**config.mk**
```make
export PLATFORM = sky130hd
export DESIGN_NAME = pump_start_stop_trigger
export DESIGN_NICKNAME = d
export VERILOG_FILES = /design/src/pump_ctl_pkg.sv /design/src/input_conditioner.sv /design/src/pump_start_stop_trigger.sv
export SDC_FILE = /design/constraint.sdc
export NUM_CORES = 1
export LEC_CHECK = 0
export ABC_AREA = 1
export BUFFER_PORTS_ARGS = -buffer_cell sky130_fd_sc_hd__buf_2
export CORE_MARGIN = 2
export CORE_UTILIZATION = 60
export CTS_BUF_LIST = sky130_fd_sc_hd__clkbuf_4 sky130_fd_sc_hd__clkbuf_8
export DETAILED_ROUTE_END_ITERATION = 16
export PLACE_DENSITY_LB_ADDON = 0.08
export SLEW_MARGIN = 30
export SYNTH_ARGS = -nofsm -noshare
export SYNTH_HDL_FRONTEND = slang
export SYNTH_HIERARCHICAL = 1
export SYNTH_SLANG_ARGS = --single-unit
```
**constraint.sdc**
```tcl
create_clock -name core_clk -period 2.25 [get_ports core_clk]
set_input_delay 0.675 -clock core_clk [delete_from_list [all_inputs] [get_ports core_clk]]
set_output_delay 0.675 -clock core_clk [all_outputs]
set_load 0.005 [all_outputs]
```
**src/pump_ctl_pkg.sv**
```systemverilog
// package: constants and types for the pump start/stop trigger block
package pump_ctl_pkg;
    // ========================================================
    // timing
    localparam int CLK_HZ = 50_000_000;
    localparam int DEBOUNCE_US = 10;
    localparam int DEBOUNCE_CYC = (CLK_HZ / 1_000_000) * DEBOUNCE_US;
    // cycles beyond the filter before the first edge may count
    localparam int SETTLE_PAD = 4;
    // ========================================================
    // control modes
    typedef enum logic [1:0] {
        MODE_KEYPAD = 2'b00,
        MODE_FOOTSWITCH = 2'b01,
        MODE_ANALOG = 2'b10,
        MODE_SERIAL = 2'b11
    } ctl_mode_t;
    // ========================================================
    // serial settings
    typedef enum logic [2:0] {
        BAUD_1200 = 3'b000,
        BAUD_2400 = 3'b001,
        BAUD_4800 = 3'b010,
        BAUD_9600 = 3'b011,
        BAUD_19200 = 3'b100,
        BAUD_38400 = 3'b101
    } baud_t;
    typedef enum logic [1:0] {
        PAR_NONE = 2'b00,
        PAR_ODD = 2'b01,
        PAR_EVEN = 2'b10
    } parity_t;
    typedef enum logic [1:0] {
        PROTO_UNKNOWN = 2'b00,
        PROTO_MODBUS = 2'b01,
        PROTO_NATIVE = 2'b10
    } proto_t;
    localparam logic [5:0] ADDR_MIN = 6'h01;
    localparam logic [5:0] ADDR_MAX_MODBUS = 6'h20;
    localparam logic [5:0] ADDR_MAX_NATIVE = 6'h1E;
    localparam logic [5:0] ADDR_RESET = 6'h01;
    localparam baud_t BAUD_RESET = BAUD_9600;
    localparam parity_t PAR_RESET = PAR_NONE;
    localparam logic STOP2_RESET = 1'b0;
    localparam logic PULSE_RESET = 1'b0;
    // first byte of a native-protocol frame; arbitrary value
    localparam logic [7:0] NATIVE_SOF = 8'hE9;
    // pump run state machine
    typedef enum logic [1:0] {
        ST_ARM = 2'b00,
        ST_STOP = 2'b01,
        ST_RUN = 2'b10
    } run_st_t;
endpackage : pump_ctl_pkg

```
**src/input_conditioner.sv**
```systemverilog
// module: two-stage synchroniser and debounce filter for the start input
`timescale 1ns/1ps
module input_conditioner
    import pump_ctl_pkg::*;
#(
    parameter int FILT_CYC = DEBOUNCE_CYC
) (
    input wire logic core_clk,
    input wire logic rst_n,
    input wire logic raw_in,
    output logic clean_r
);
    localparam int CW = $clog2(FILT_CYC + 1);
    initial begin
        if (FILT_CYC < 1) $error("filter length must be at least one");
    end
    logic s1_r, s2_r, clean_nxt;
    logic [CW-1:0] cnt_r, cnt_nxt;
    // ========================================================
    // bounce filter: level must hold FILT_CYC cycles to be taken
    always_comb begin
        clean_nxt = clean_r;
        cnt_nxt = '0;
        if (s2_r != clean_r) begin
            if (cnt_r == CW'(FILT_CYC - 1)) begin
                clean_nxt = s2_r;
            end else begin
                cnt_nxt = cnt_r + 1'b1;
            end
        end
    end
    // first stage feeds only the second
    always_ff @(posedge core_clk or negedge rst_n) begin
        if (!rst_n) begin
            s1_r <= 1'b0;
            s2_r <= 1'b0;
            clean_r <= 1'b0;
            cnt_r <= '0;
        end else begin
            s1_r <= raw_in;
            s2_r <= s1_r;
            clean_r <= clean_nxt;
            cnt_r <= cnt_nxt;
        end
    end
    a_filter_hold: assert property (@(posedge core_clk)
        disable iff (!rst_n)
        $changed(clean_r) |-> $past(s2_r) == clean_r)
        else $error("filtered level changed without matching input");
endmodule : input_conditioner

```
**src/pump_start_stop_trigger.sv**
```systemverilog
// module: pump start/stop trigger logic with serial link settings
// ============================================================
`timescale 1ns/1ps
module pump_start_stop_trigger
    import pump_ctl_pkg::*;
#(
    parameter int FILT_CYC = DEBOUNCE_CYC
) (
    input wire logic core_clk,
    input wire logic nrst,
    input wire logic start_in,
    input wire logic switch_type,
    input wire ctl_mode_t ctl_mode,
    input wire logic edit_active,
    input wire logic edit_pulse_mode,
    input wire logic [5:0] edit_addr,
    input wire baud_t edit_baud,
    input wire parity_t edit_parity,
    input wire logic edit_stop2,
    input wire logic rx_byte_valid,
    input wire logic [7:0] rx_byte,
    input wire logic rx_first_byte,
    output logic pump_run_r,
    output logic pulse_mode_r,
    output logic [5:0] node_addr_r,
    output baud_t baud_r,
    output parity_t parity_r,
    output logic stop2_r,
    output proto_t proto_r,
    output logic addr_match_r,
    output logic footswitch_control_mode_r
);
    initial begin
        if (FILT_CYC < 1) $error("filter length must be at least one");
    end
    // ========================================================
    // reset release
    logic rs1_r, rst_n;
    always_ff @(posedge core_clk or negedge nrst) begin
        if (!nrst) begin
            rs1_r <= 1'b0;
            rst_n <= 1'b0;
        end else begin
            rs1_r <= 1'b1;
            rst_n <= rs1_r;
        end
    end
    // ========================================================
    // input conditioning
    logic clean;
    input_conditioner #(.FILT_CYC(FILT_CYC)) input_conditioner_i (
        .core_clk(core_clk),
        .rst_n(rst_n),
        .raw_in(start_in),
        .clean_r(clean)
    );
    // active = high for level signal, open contact for switch
    logic active, clean_d_r, seen_r;
    logic rise, change;
    logic fs_mode;
    assign active = switch_type ? ~clean : clean;
    // edges come from the pin itself, so a change of switch_type is no edge;
    // nothing counts until the filter has settled on the real pin level,
    // else the filter's reset value would fake an edge after power-up
    assign change = seen_r & (clean != clean_d_r);
    assign rise = change & active;
    assign fs_mode = (ctl_mode == MODE_FOOTSWITCH) || (ctl_mode == MODE_ANALOG);
    // ========================================================
    // applied settings, loaded on leaving the edit screen
    logic edit_d_r, commit;
    logic pulse_nxt, stop2_nxt;
    logic [5:0] addr_nxt;
    baud_t baud_nxt;
    parity_t parity_nxt;
    assign commit = edit_d_r & ~edit_active;
    function automatic logic baud_ok(input baud_t b);
        baud_ok = (b <= BAUD_38400);
    endfunction : baud_ok
    function automatic logic addr_ok(input logic [5:0] a, input proto_t p);
        addr_ok = (a >= ADDR_MIN) &&
            (a <= ((p == PROTO_NATIVE) ? ADDR_MAX_NATIVE : ADDR_MAX_MODBUS));
    endfunction : addr_ok
    always_comb begin
        pulse_nxt = pulse_mode_r;
        addr_nxt = node_addr_r;
        baud_nxt = baud_r;
        parity_nxt = parity_r;
        stop2_nxt = stop2_r;
        if (commit) begin
            // mode only changes while stopped in footswitch mode
            if (ctl_mode == MODE_FOOTSWITCH && !pump_run_r) begin
                pulse_nxt = edit_pulse_mode;
            end
            if (addr_ok(edit_addr, PROTO_MODBUS)) begin
                addr_nxt = edit_addr;
            end
            if (baud_ok(edit_baud)) begin
                baud_nxt = edit_baud;
            end
            if (edit_parity != 2'b11) begin
                parity_nxt = edit_parity;
            end
            stop2_nxt = edit_stop2;
        end
    end
    always_ff @(posedge core_clk or negedge rst_n) begin
        if (!rst_n) begin
            edit_d_r <= 1'b0;
            pulse_mode_r <= PULSE_RESET;
            node_addr_r <= ADDR_RESET;
            baud_r <= BAUD_RESET;
            parity_r <= PAR_RESET;
            stop2_r <= STOP2_RESET;
        end else begin
            edit_d_r <= edit_active;
            pulse_mode_r <= pulse_nxt;
            node_addr_r <= addr_nxt;
            baud_r <= baud_nxt;
            parity_r <= parity_nxt;
            stop2_r <= stop2_nxt;
        end
    end
    // ========================================================
    // run state: ST_ARM waits for the first proper edge after power-up
    run_st_t st_r, st_nxt;
    logic half_r, half_nxt, seen_nxt;
    // settle time: two sync stages, the filter and a small margin
    localparam int SETTLE_CYC = FILT_CYC + SETTLE_PAD;
    localparam int SW = $clog2(SETTLE_CYC + 1);
    logic [SW-1:0] settle_r, settle_nxt;
    always_comb begin
        st_nxt = st_r;
        half_nxt = half_r;
        settle_nxt = settle_r;
        if (settle_r != SW'(SETTLE_CYC)) begin
            settle_nxt = settle_r + 1'b1;
        end
        seen_nxt = (settle_nxt == SW'(SETTLE_CYC));
        if (!fs_mode) begin
            // keypad or serial owns the pump; input ignored
            st_nxt = ST_ARM;
            half_nxt = 1'b0;
        end else if (!pulse_mode_r) begin
            case (st_r)
                ST_ARM: begin
                    if (rise) st_nxt = ST_RUN;
                end
                ST_STOP: begin
                    if (active) st_nxt = ST_RUN;
                end
                ST_RUN: begin
                    if (!active) st_nxt = ST_STOP;
                end
                default: st_nxt = ST_ARM;
            endcase
        end else if (change) begin
            // second change completes the pulse and toggles
            half_nxt = ~half_r;
            if (half_r) begin
                st_nxt = ST_RUN;
                if (st_r == ST_RUN) st_nxt = ST_STOP;
            end
        end
    end
    always_ff @(posedge core_clk or negedge rst_n) begin
        if (!rst_n) begin
            st_r <= ST_ARM;
            half_r <= 1'b0;
            clean_d_r <= 1'b0;
            seen_r <= 1'b0;
            settle_r <= '0;
            pump_run_r <= 1'b0;
            footswitch_control_mode_r <= 1'b0;
        end else begin
            st_r <= st_nxt;
            half_r <= half_nxt;
            clean_d_r <= clean;
            seen_r <= seen_nxt;
            settle_r <= settle_nxt;
            pump_run_r <= (st_nxt == ST_RUN);
            footswitch_control_mode_r <= (ctl_mode == MODE_FOOTSWITCH);
        end
    end
    // ========================================================
    // protocol identification from the first byte of each frame
    proto_t proto_nxt;
    logic match_nxt;
    always_comb begin
        proto_nxt = proto_r;
        match_nxt = addr_match_r;
        if (rx_byte_valid && rx_first_byte) begin
            proto_nxt = PROTO_MODBUS;
            if (rx_byte == NATIVE_SOF) proto_nxt = PROTO_NATIVE;
            match_nxt = 1'b0;
        end else if (rx_byte_valid && proto_r == PROTO_NATIVE) begin
            // native frames carry the address in the second byte
            match_nxt = (rx_byte[5:0] == node_addr_r) && (rx_byte[7:6] == 2'b00)
                && addr_ok(node_addr_r, PROTO_NATIVE);
        end
        if (rx_byte_valid && rx_first_byte && rx_byte != NATIVE_SOF) begin
            match_nxt = (rx_byte == {2'b00, node_addr_r});
        end
    end
    always_ff @(posedge core_clk or negedge rst_n) begin
        if (!rst_n) begin
            proto_r <= PROTO_UNKNOWN;
            addr_match_r <= 1'b0;
        end else begin
            proto_r <= proto_nxt;
            addr_match_r <= match_nxt;
        end
    end
    // ========================================================
    // checks
    a_arm_no_run: assert property (@(posedge core_clk)
        disable iff (!rst_n)
        !pulse_mode_r && st_r == ST_ARM && !rise |=> !pump_run_r)
        else $error("pump ran without first edge");
    // the filter's reset level must never look like a first edge
    a_settle_quiet: assert property (@(posedge core_clk)
        disable iff (!rst_n)
        !seen_r |=> !pump_run_r)
        else $error("pump ran before input settled");
    a_level_follow: assert property (@(posedge core_clk)
        disable iff (!rst_n)
        fs_mode && !pulse_mode_r && st_r != ST_ARM && !active
        |=> !pump_run_r)
        else $error("pump running with inactive level");
    a_switch_open: assert property (@(posedge core_clk)
        disable iff (!rst_n)
        switch_type && fs_mode && !pulse_mode_r && st_r == ST_STOP && !clean
        |=> pump_run_r)
        else $error("open switch did not start pump");
    a_arm_edge: assert property (@(posedge core_clk)
        disable iff (!rst_n)
        fs_mode && !pulse_mode_r && st_r == ST_ARM && rise |=> pump_run_r)
        else $error("first edge did not start pump");
    a_pulse_toggle: assert property (@(posedge core_clk)
        disable iff (!rst_n)
        fs_mode && pulse_mode_r && change && half_r
        |=> pump_run_r != $past(pump_run_r))
        else $error("pulse did not toggle");
    a_half_hold: assert property (@(posedge core_clk)
        disable iff (!rst_n)
        fs_mode && pulse_mode_r && change && !half_r
        |=> pump_run_r == $past(pump_run_r))
        else $error("toggled on first change");
    a_switch_pulse: assert property (@(posedge core_clk)
        disable iff (!rst_n)
        switch_type && fs_mode && pulse_mode_r && change && half_r
        |=> half_r == 1'b0)
        else $error("switch pulse pairing lost");
    a_serial_ign: assert property (@(posedge core_clk)
        disable iff (!rst_n)
        !fs_mode |=> !pump_run_r)
        else $error("input drove pump outside footswitch mode");
    a_mode_lock: assert property (@(posedge core_clk)
        disable iff (!rst_n)
        $changed(pulse_mode_r)
        |-> $past(commit) && !$past(pump_run_r)
        && $past(ctl_mode) == MODE_FOOTSWITCH)
        else $error("mode changed while running");
    a_commit_only: assert property (@(posedge core_clk)
        disable iff (!rst_n)
        !commit |=> $stable(baud_r) && $stable(parity_r) && $stable(stop2_r)
        && $stable(node_addr_r))
        else $error("setting changed before run screen");
    a_baud_range: assert property (@(posedge core_clk)
        disable iff (!rst_n)
        baud_r <= BAUD_38400 && parity_r != 2'b11)
        else $error("illegal baud or parity");
    a_addr_range: assert property (@(posedge core_clk)
        disable iff (!rst_n)
        node_addr_r >= ADDR_MIN && node_addr_r <= ADDR_MAX_MODBUS)
        else $error("address out of range");
    a_proto_id: assert property (@(posedge core_clk)
        disable iff (!rst_n)
        rx_byte_valid && rx_first_byte && rx_byte == NATIVE_SOF
        |=> proto_r == PROTO_NATIVE)
        else $error("native frame not identified");
    a_stop_bits: assert property (@(posedge core_clk)
        disable iff (!rst_n)
        commit |=> stop2_r == $past(edit_stop2))
        else $error("stop bit setting not applied");
    a_parity_apply: assert property (@(posedge core_clk)
        disable iff (!rst_n)
        commit && edit_parity != 2'b11 |=> parity_r == $past(edit_parity))
        else $error("parity setting not applied");
    c_level_run: cover property (@(posedge core_clk) disable iff (!rst_n)
        !pulse_mode_r && $rose(pump_run_r));
    c_pulse_toggle: cover property (@(posedge core_clk) disable iff (!rst_n)
        pulse_mode_r && $fell(pump_run_r));
    c_commit: cover property (@(posedge core_clk) disable iff (!rst_n) commit);
    c_native: cover property (@(posedge core_clk) disable iff (!rst_n)
        proto_r == PROTO_NATIVE && addr_match_r);
endmodule : pump_start_stop_trigger

```
==> results.toml, run 1 <==
[route]
number_of_drc_violations_after_detailed_routing_iteration_0 = 76
postRouteWirelength_um = 4392
via_per_inst = 4.933
antenna_left = 0
wl_per_cell_um = 11.26
drc = 0
vias = 1924
drt_pass1_iterations = 4

[clocking]
cts_resized = 0
clk_pin_slew_ns = 0.08
h_tree_lvl_count = 2
cts_tree = "built"
clock-root-buffer = "clkbuf_8"
clock_latency_ns = 0.29
cts.sinks = 47
clock_tree.buffer_depth = 2
cts_post_setup_buffers_inserted = 0
number_of_buffers_inserted_by_hold_repair_at_cts = 0
cts_made_buffers = 5

[floorplan]
io_pins = 48
fp.dieArea_um2 = 4506
chipHeight_um = 67.13
die_width_um = 67.13
floorplan.initialDensity_pct = 63.87
placement_rows = 22
core_area_um2 = 3744

[layout]
most_common_cell_after_layout_fill_and_taps_aside = "nand2_1"
nFillCells = 304
utilization_pct = 74.20
mostFrequentLayoutCells = "nand2_1, buf_2, dfrtp_1"
final_area_um2 = 2778
num_antenna_cells = 0
finalNonFillerCells = 390
area.growth.synth_to_final_pct = 16.17
nNetsFinal = 375
drive_above_1_share_pct = 26.61

[sta]
fin_worst_skew_ns = 0.007450
finalSetupViolCount = 0
post-route-worst-setup-slack_ns = 0.5669
period_minus_slack_ns = 1.683
final.setup.tns_ns = 0
final_max_slew_viol_count = 0
finalHoldViolCount = 0
setup_repair_after_global_routing_missed_its_margin = "no"
whs_ns = 0.09118
clock.fmax_mhz = 594.2
period_utilization_pct = 74.80

[grt]
grt_pass1_wl_um = 7548
first_global_vias = 1870
globalRoute.totalOverflow = 0
globalRouteTotalUtil_pct = 22.42
grt_antenna_before_repair = 0
grt_start_max_net_pins = 39

[pwr]
power.density_nw_per_um2 = 628.2
power.static_leakage_nw = 1.479
report.power.total_mw = 1.745
irDropWorstVdd_uv = 495.3

[synth]
ys.flop_type = "dfrtp_1"
synthesis.nets = 321
ys_async_sr_fraction_pct = 100.0
synthDominantCellAreaShare_pct = 46.05
ys_warn_count = 6
synth-seq-cells = 47
seq_area_frac_synth_pct = 49.35
avgSynthCellArea_um2 = 8.331
yosys-top-cells-area = "dfrtp_1, nand2_1, inv_1"
post-synth-top-area-cell = "dfrtp_1"
syn-cell-area_um2 = 2391
netlist-cell-type-count = 33
synth-edff-count = 0
synthCells = 287

[setup_path]
timing.critical_path.from = "node_addr_r[0]$_DFFE_PN1P_"
critPathBufInv = 1
worstSetupPathDepth = 1
cpPeakStageDelay_ns = 0.59
cp_top_family = "flip-flops"
criticalPathCategory = "register to output port"
timing.reg2reg.setup_slack_ns = 0.84
crit_path_start_kind = "register"
worst_ep_required_time_ns = 1.57
critPathCaptureType = "output port"
endpoint = "node_addr_r[0]"
worstPathCellList = "buf_2"
worstRegToRegCells = 7
origin_of_the_critical_flop_to_flop_path = "edit_d_r$_DFF_PN0_"
cp_max_fo = 6
worstPathArrival_ns = 1.01
crit-reg2reg-capture = "node_addr_r[2]$_DFFE_PN0P_"
critPathSlowestCell = "dfstp_2"

[placed_design]
placed_area_um2 = 2690
placed_cells = 382
pre_cts_worst_setup_slack_ns = 0.3946
gp_routability_congestion = 0.9051
io_buffers = 47
detailedPlacementHpwl_um = 3577

[min_path]
min-delay-path-class = "register to async pin"

[run]
maxCapViolCount = 0

[run_status]
run_status = "completed"
logic make-up after synthesis:
group | count (synthesis) | synth area share (%)
multiplexers | 6 | 2.826
AO/OA/AOI/OAI | 19 | 4.606
XOR/XNOR | 9 | 3.611
buffers and inverters | 45 | 7.117
flip-flops | 47 | 49.35
AND/OR/NAND/NOR | 156 | 30.25
adder cells (fa/ha/maj) | 4 | 2.093
other | 1 | 0.1568
synth_stat cells, types with 2 or more instances:
cell	n
nand2_1	84
dfrtp_1	44
inv_1	42
nor2_1	26
nand3_1	17
o21ai_0	7
xnor2_1	7
a21oi_1	6
mux2_2	6
nor2_2	6
ha_1	4
nand2_2	4
nand4_1	4
nor2_4	4
dfstp_2	3
inv_2	2
nand2_4	2
nand3_2	2
nand3b_1	2
nor3_1	2
sequential cells by signal, indices dropped and copies added, names as in the netlist, 2 cells and up:
register                   flops
input_conditioner_i/cnt_r      9
node_addr_r                    6
settle_r                       9
st_r                           2
parity_r                       2
baud_r                         3
proto_r                        2
area by class of cell:
class / count / area (um^2) / area share (%)
clock buffers: 5 / 68.82 / 2.477
clock inverters: 3 / 18.77 / 0.6757
inverters: 44 / 165.2 / 5.946
multi-input cells: 195 / 1041 / 37.48
flip-flops and latches: 47 / 1181 / 42.52
well taps: 48 / 60.06 / 2.162
repair buffers: 48 / 242.7 / 8.739
routing by layer:
| metal | global-route usage [%] | routed length, um | vias up |
|---|---|---|---|
| met2 | 41.09 | 2274 | 36 |
| li1 | - | - | 989 |
| met3 | 5.912 | 170 | 6 |
| met1 | 25.39 | 1875 | 893 |
| met5 | 0 | 0 | - |
| met4 | 6.633 | 72 | 0 |
how the worst min path moves through the flow:
stage | startpoint | endpoint | slack (ns) | cells past startpoint
4_1_cts | rst_n$_DFF_PN0_ | baud_r[2]$_DFFE_PN0P_ | 0.1 | 0
3_3_place_gp | rst_n$_DFF_PN0_ | settle_r[0]$_DFF_PN0_ | 0.09 | 0
2_1_floorplan | input_conditioner_i/s1_r$_DFF_PN0_ | input_conditioner_i/s2_r$_DFF_PN0_ | 0.33 | 0
3_5_place_dp | rst_n$_DFF_PN0_ | settle_r[0]$_DFF_PN0_ | 0.09 | 0
6_report | rst_n$_DFF_PN0_ | baud_r[2]$_DFFE_PN0P_ | 0.09 | 0
5_1_grt | rst_n$_DFF_PN0_ | settle_r[3]$_DFF_PN0_ | 0.11 | 0
power by group:
| group | internal, mW | switching [mW] | total, mW |
|---|---|---|---|
| logic | 0.132 | 0.149 | 0.281 |
| registers | 0.917 | 0.0591 | 0.976 |
| clock network | 0.219 | 0.269 | 0.488 |
Note: power is estimated with default switching activity, not from simulation.
==> run 2, diff against run 1 <==
Settings changed: CORE_UTILIZATION 60 to 51.
Clock period 2.25 ns to 1.45 ns, I/O delays scaled along.
==> results.toml, run 2 (synthesis results as in run 1) <==
[run_status]
run_status = "completed"

[sta]
setup_repair_after_global_routing_missed_its_margin = "yes"
finalHoldViolCount = 0
post-route-worst-setup-slack_ns = 0.08632
final_max_slew_viol_count = 0
whs_ns = 0.2047
clock.fmax_mhz = 733.3
period_minus_slack_ns = 1.364
final.setup.tns_ns = 0
fin_worst_skew_ns = 0.01156
finalSetupViolCount = 0
period_utilization_pct = 94.05

[floorplan]
io_pins = 48
fp.dieArea_um2 = 5252
floorplan.initialDensity_pct = 53.80
die_width_um = 72.47
placement_rows = 24
core_area_um2 = 4444
chipHeight_um = 72.47

[grt]
grt_antenna_before_repair = 0
first_global_vias = 1769
globalRoute.totalOverflow = 0
grt_start_max_net_pins = 32
globalRouteTotalUtil_pct = 17.88
grt_pass1_wl_um = 7458

[clocking]
clock_latency_ns = 0.30
clk_pin_slew_ns = 0.09
cts.sinks = 47
cts_made_buffers = 5
clock-root-buffer = "clkbuf_8"
cts_tree = "built"
h_tree_lvl_count = 2
clock_tree.buffer_depth = 2

[layout]
most_common_cell_after_layout_fill_and_taps_aside = "nand2_1"
num_antenna_cells = 0
nNetsFinal = 381
area.growth.synth_to_final_pct = 19.57
mostFrequentLayoutCells = "nand2_1, buf_2, inv_1"
drive_above_1_share_pct = 28.74
reg.largest.list = "input_conditioner_i/cnt_r: 9 flops, settle_r: 9 flops, node_addr_r: 6 flops"
nFillCells = 398

[setup_path]
worstPathCellList = "buf_2"
worstPathArrival_ns = 0.93
worst_ep_required_time_ns = 1.02
cp_max_fo = 2
cpPeakStageDelay_ns = 0.53
criticalPathCategory = "register to output port"
critPathSlowestCell = "dfstp_2"
critPathCaptureType = "output port"
crit_path_start_kind = "register"
cp_top_family = "flip-flops"
critPathBufInv = 1

[min_path]
min-delay-path-class = "register to async pin"

[placed_design]
pre_cts_worst_setup_slack_ns = 0.01819
detailedPlacementHpwl_um = 3355
gp_routability_congestion = 0.8089
io_buffers = 47

[pwr]
power.static_leakage_nw = 1.501
irDropWorstVdd_uv = 512.5
power.density_nw_per_um2 = 975.3

[route]
postRouteWirelength_um = 4348
antenna_left = 0
vias = 1913
drt_pass1_iterations = 4
drc = 0
via_per_inst = 4.783
number_of_drc_violations_after_detailed_routing_iteration_0 = 73
wl_per_cell_um = 10.87

[run]
maxCapViolCount = 0
## run 2: worst paths after layout
path	start	endpoint	slack, ns	cells after the start
worst max-delay path	baud_r[1]$_DFFE_PN1P_	baud_r[1]	0.09	1
worst min-delay path	rst_n$_DFF_PN0_	settle_r[1]$_DFF_PN0_	0.20	1
worst max register to register	settle_r[0]$_DFF_PN0_	seen_r$_DFF_PN0_	0.11	8
worst min register to register	rst_n$_DFF_PN0_	settle_r[1]$_DFF_PN0_	0.20	1
max in group asynchronous	rst_n$_DFF_PN0_	node_addr_r[0]$_DFFE_PN1P_	0.84	1
min in group core_clk	start_in	input_conditioner_i/s1_r$_DFF_PN0_	0.24	1
## run 2: power by group
| part | leakage, nW | switching (mW) | internal [mW] | total (mW) |
|---|---|---|---|---|
| Clock | 0.0474 | 0.442 | 0.389 | 0.831 |
| Combinational | 0.862 | 0.240 | 0.216 | 0.456 |
| Sequential | 0.592 | 0.0792 | 1.42 | 1.50 |
| Total | 1.50 | 0.761 | 2.03 | 2.79 |
## run 2: area by class of cell
cell class,count,area (um^2),area share [%]
Inverter,44,165.2,5.777
Tap cell,52,65.06,2.276
Multi-Input combinational cell,195,1056,36.94
Clock buffer,6,82.58,2.888
Timing Repair Buffer,54,290.3,10.15
Clock inverter,2,16.27,0.5689
Sequential cell,47,1184,41.40
## run 2: per-layer routing
layer	GRT usage (%)	part of all wire (%)
met1	23.28	47
met2	30.17	49
met3	3.333	2.9
met4	5.967	1.4
met5	0	0
## run 2: what timing repair did
action | in CTS | in global routing
endpoints found under the setup margin | 0 | 2
resized for setup | 0 | 5
setup buffers | 0 | 3
hold buffers | 1 | 0
hold endpoints to repair | 2 | 0
## run 2: per-stage QoR
step | power, mW | cell area, um^2 | cells | util [%]
floorplan | 1.786 | 2391 | 287 | -
global placement | 1.972 | 2710 | 388 | 60.98
detailed placement | 1.980 | 2710 | 388 | 60.98
CTS | 2.815 | 2819 | 397 | 63.43
global route | 2.949 | 2859 | 400 | 64.33
finish | 2.788 | 2859 | 400 | 64.33
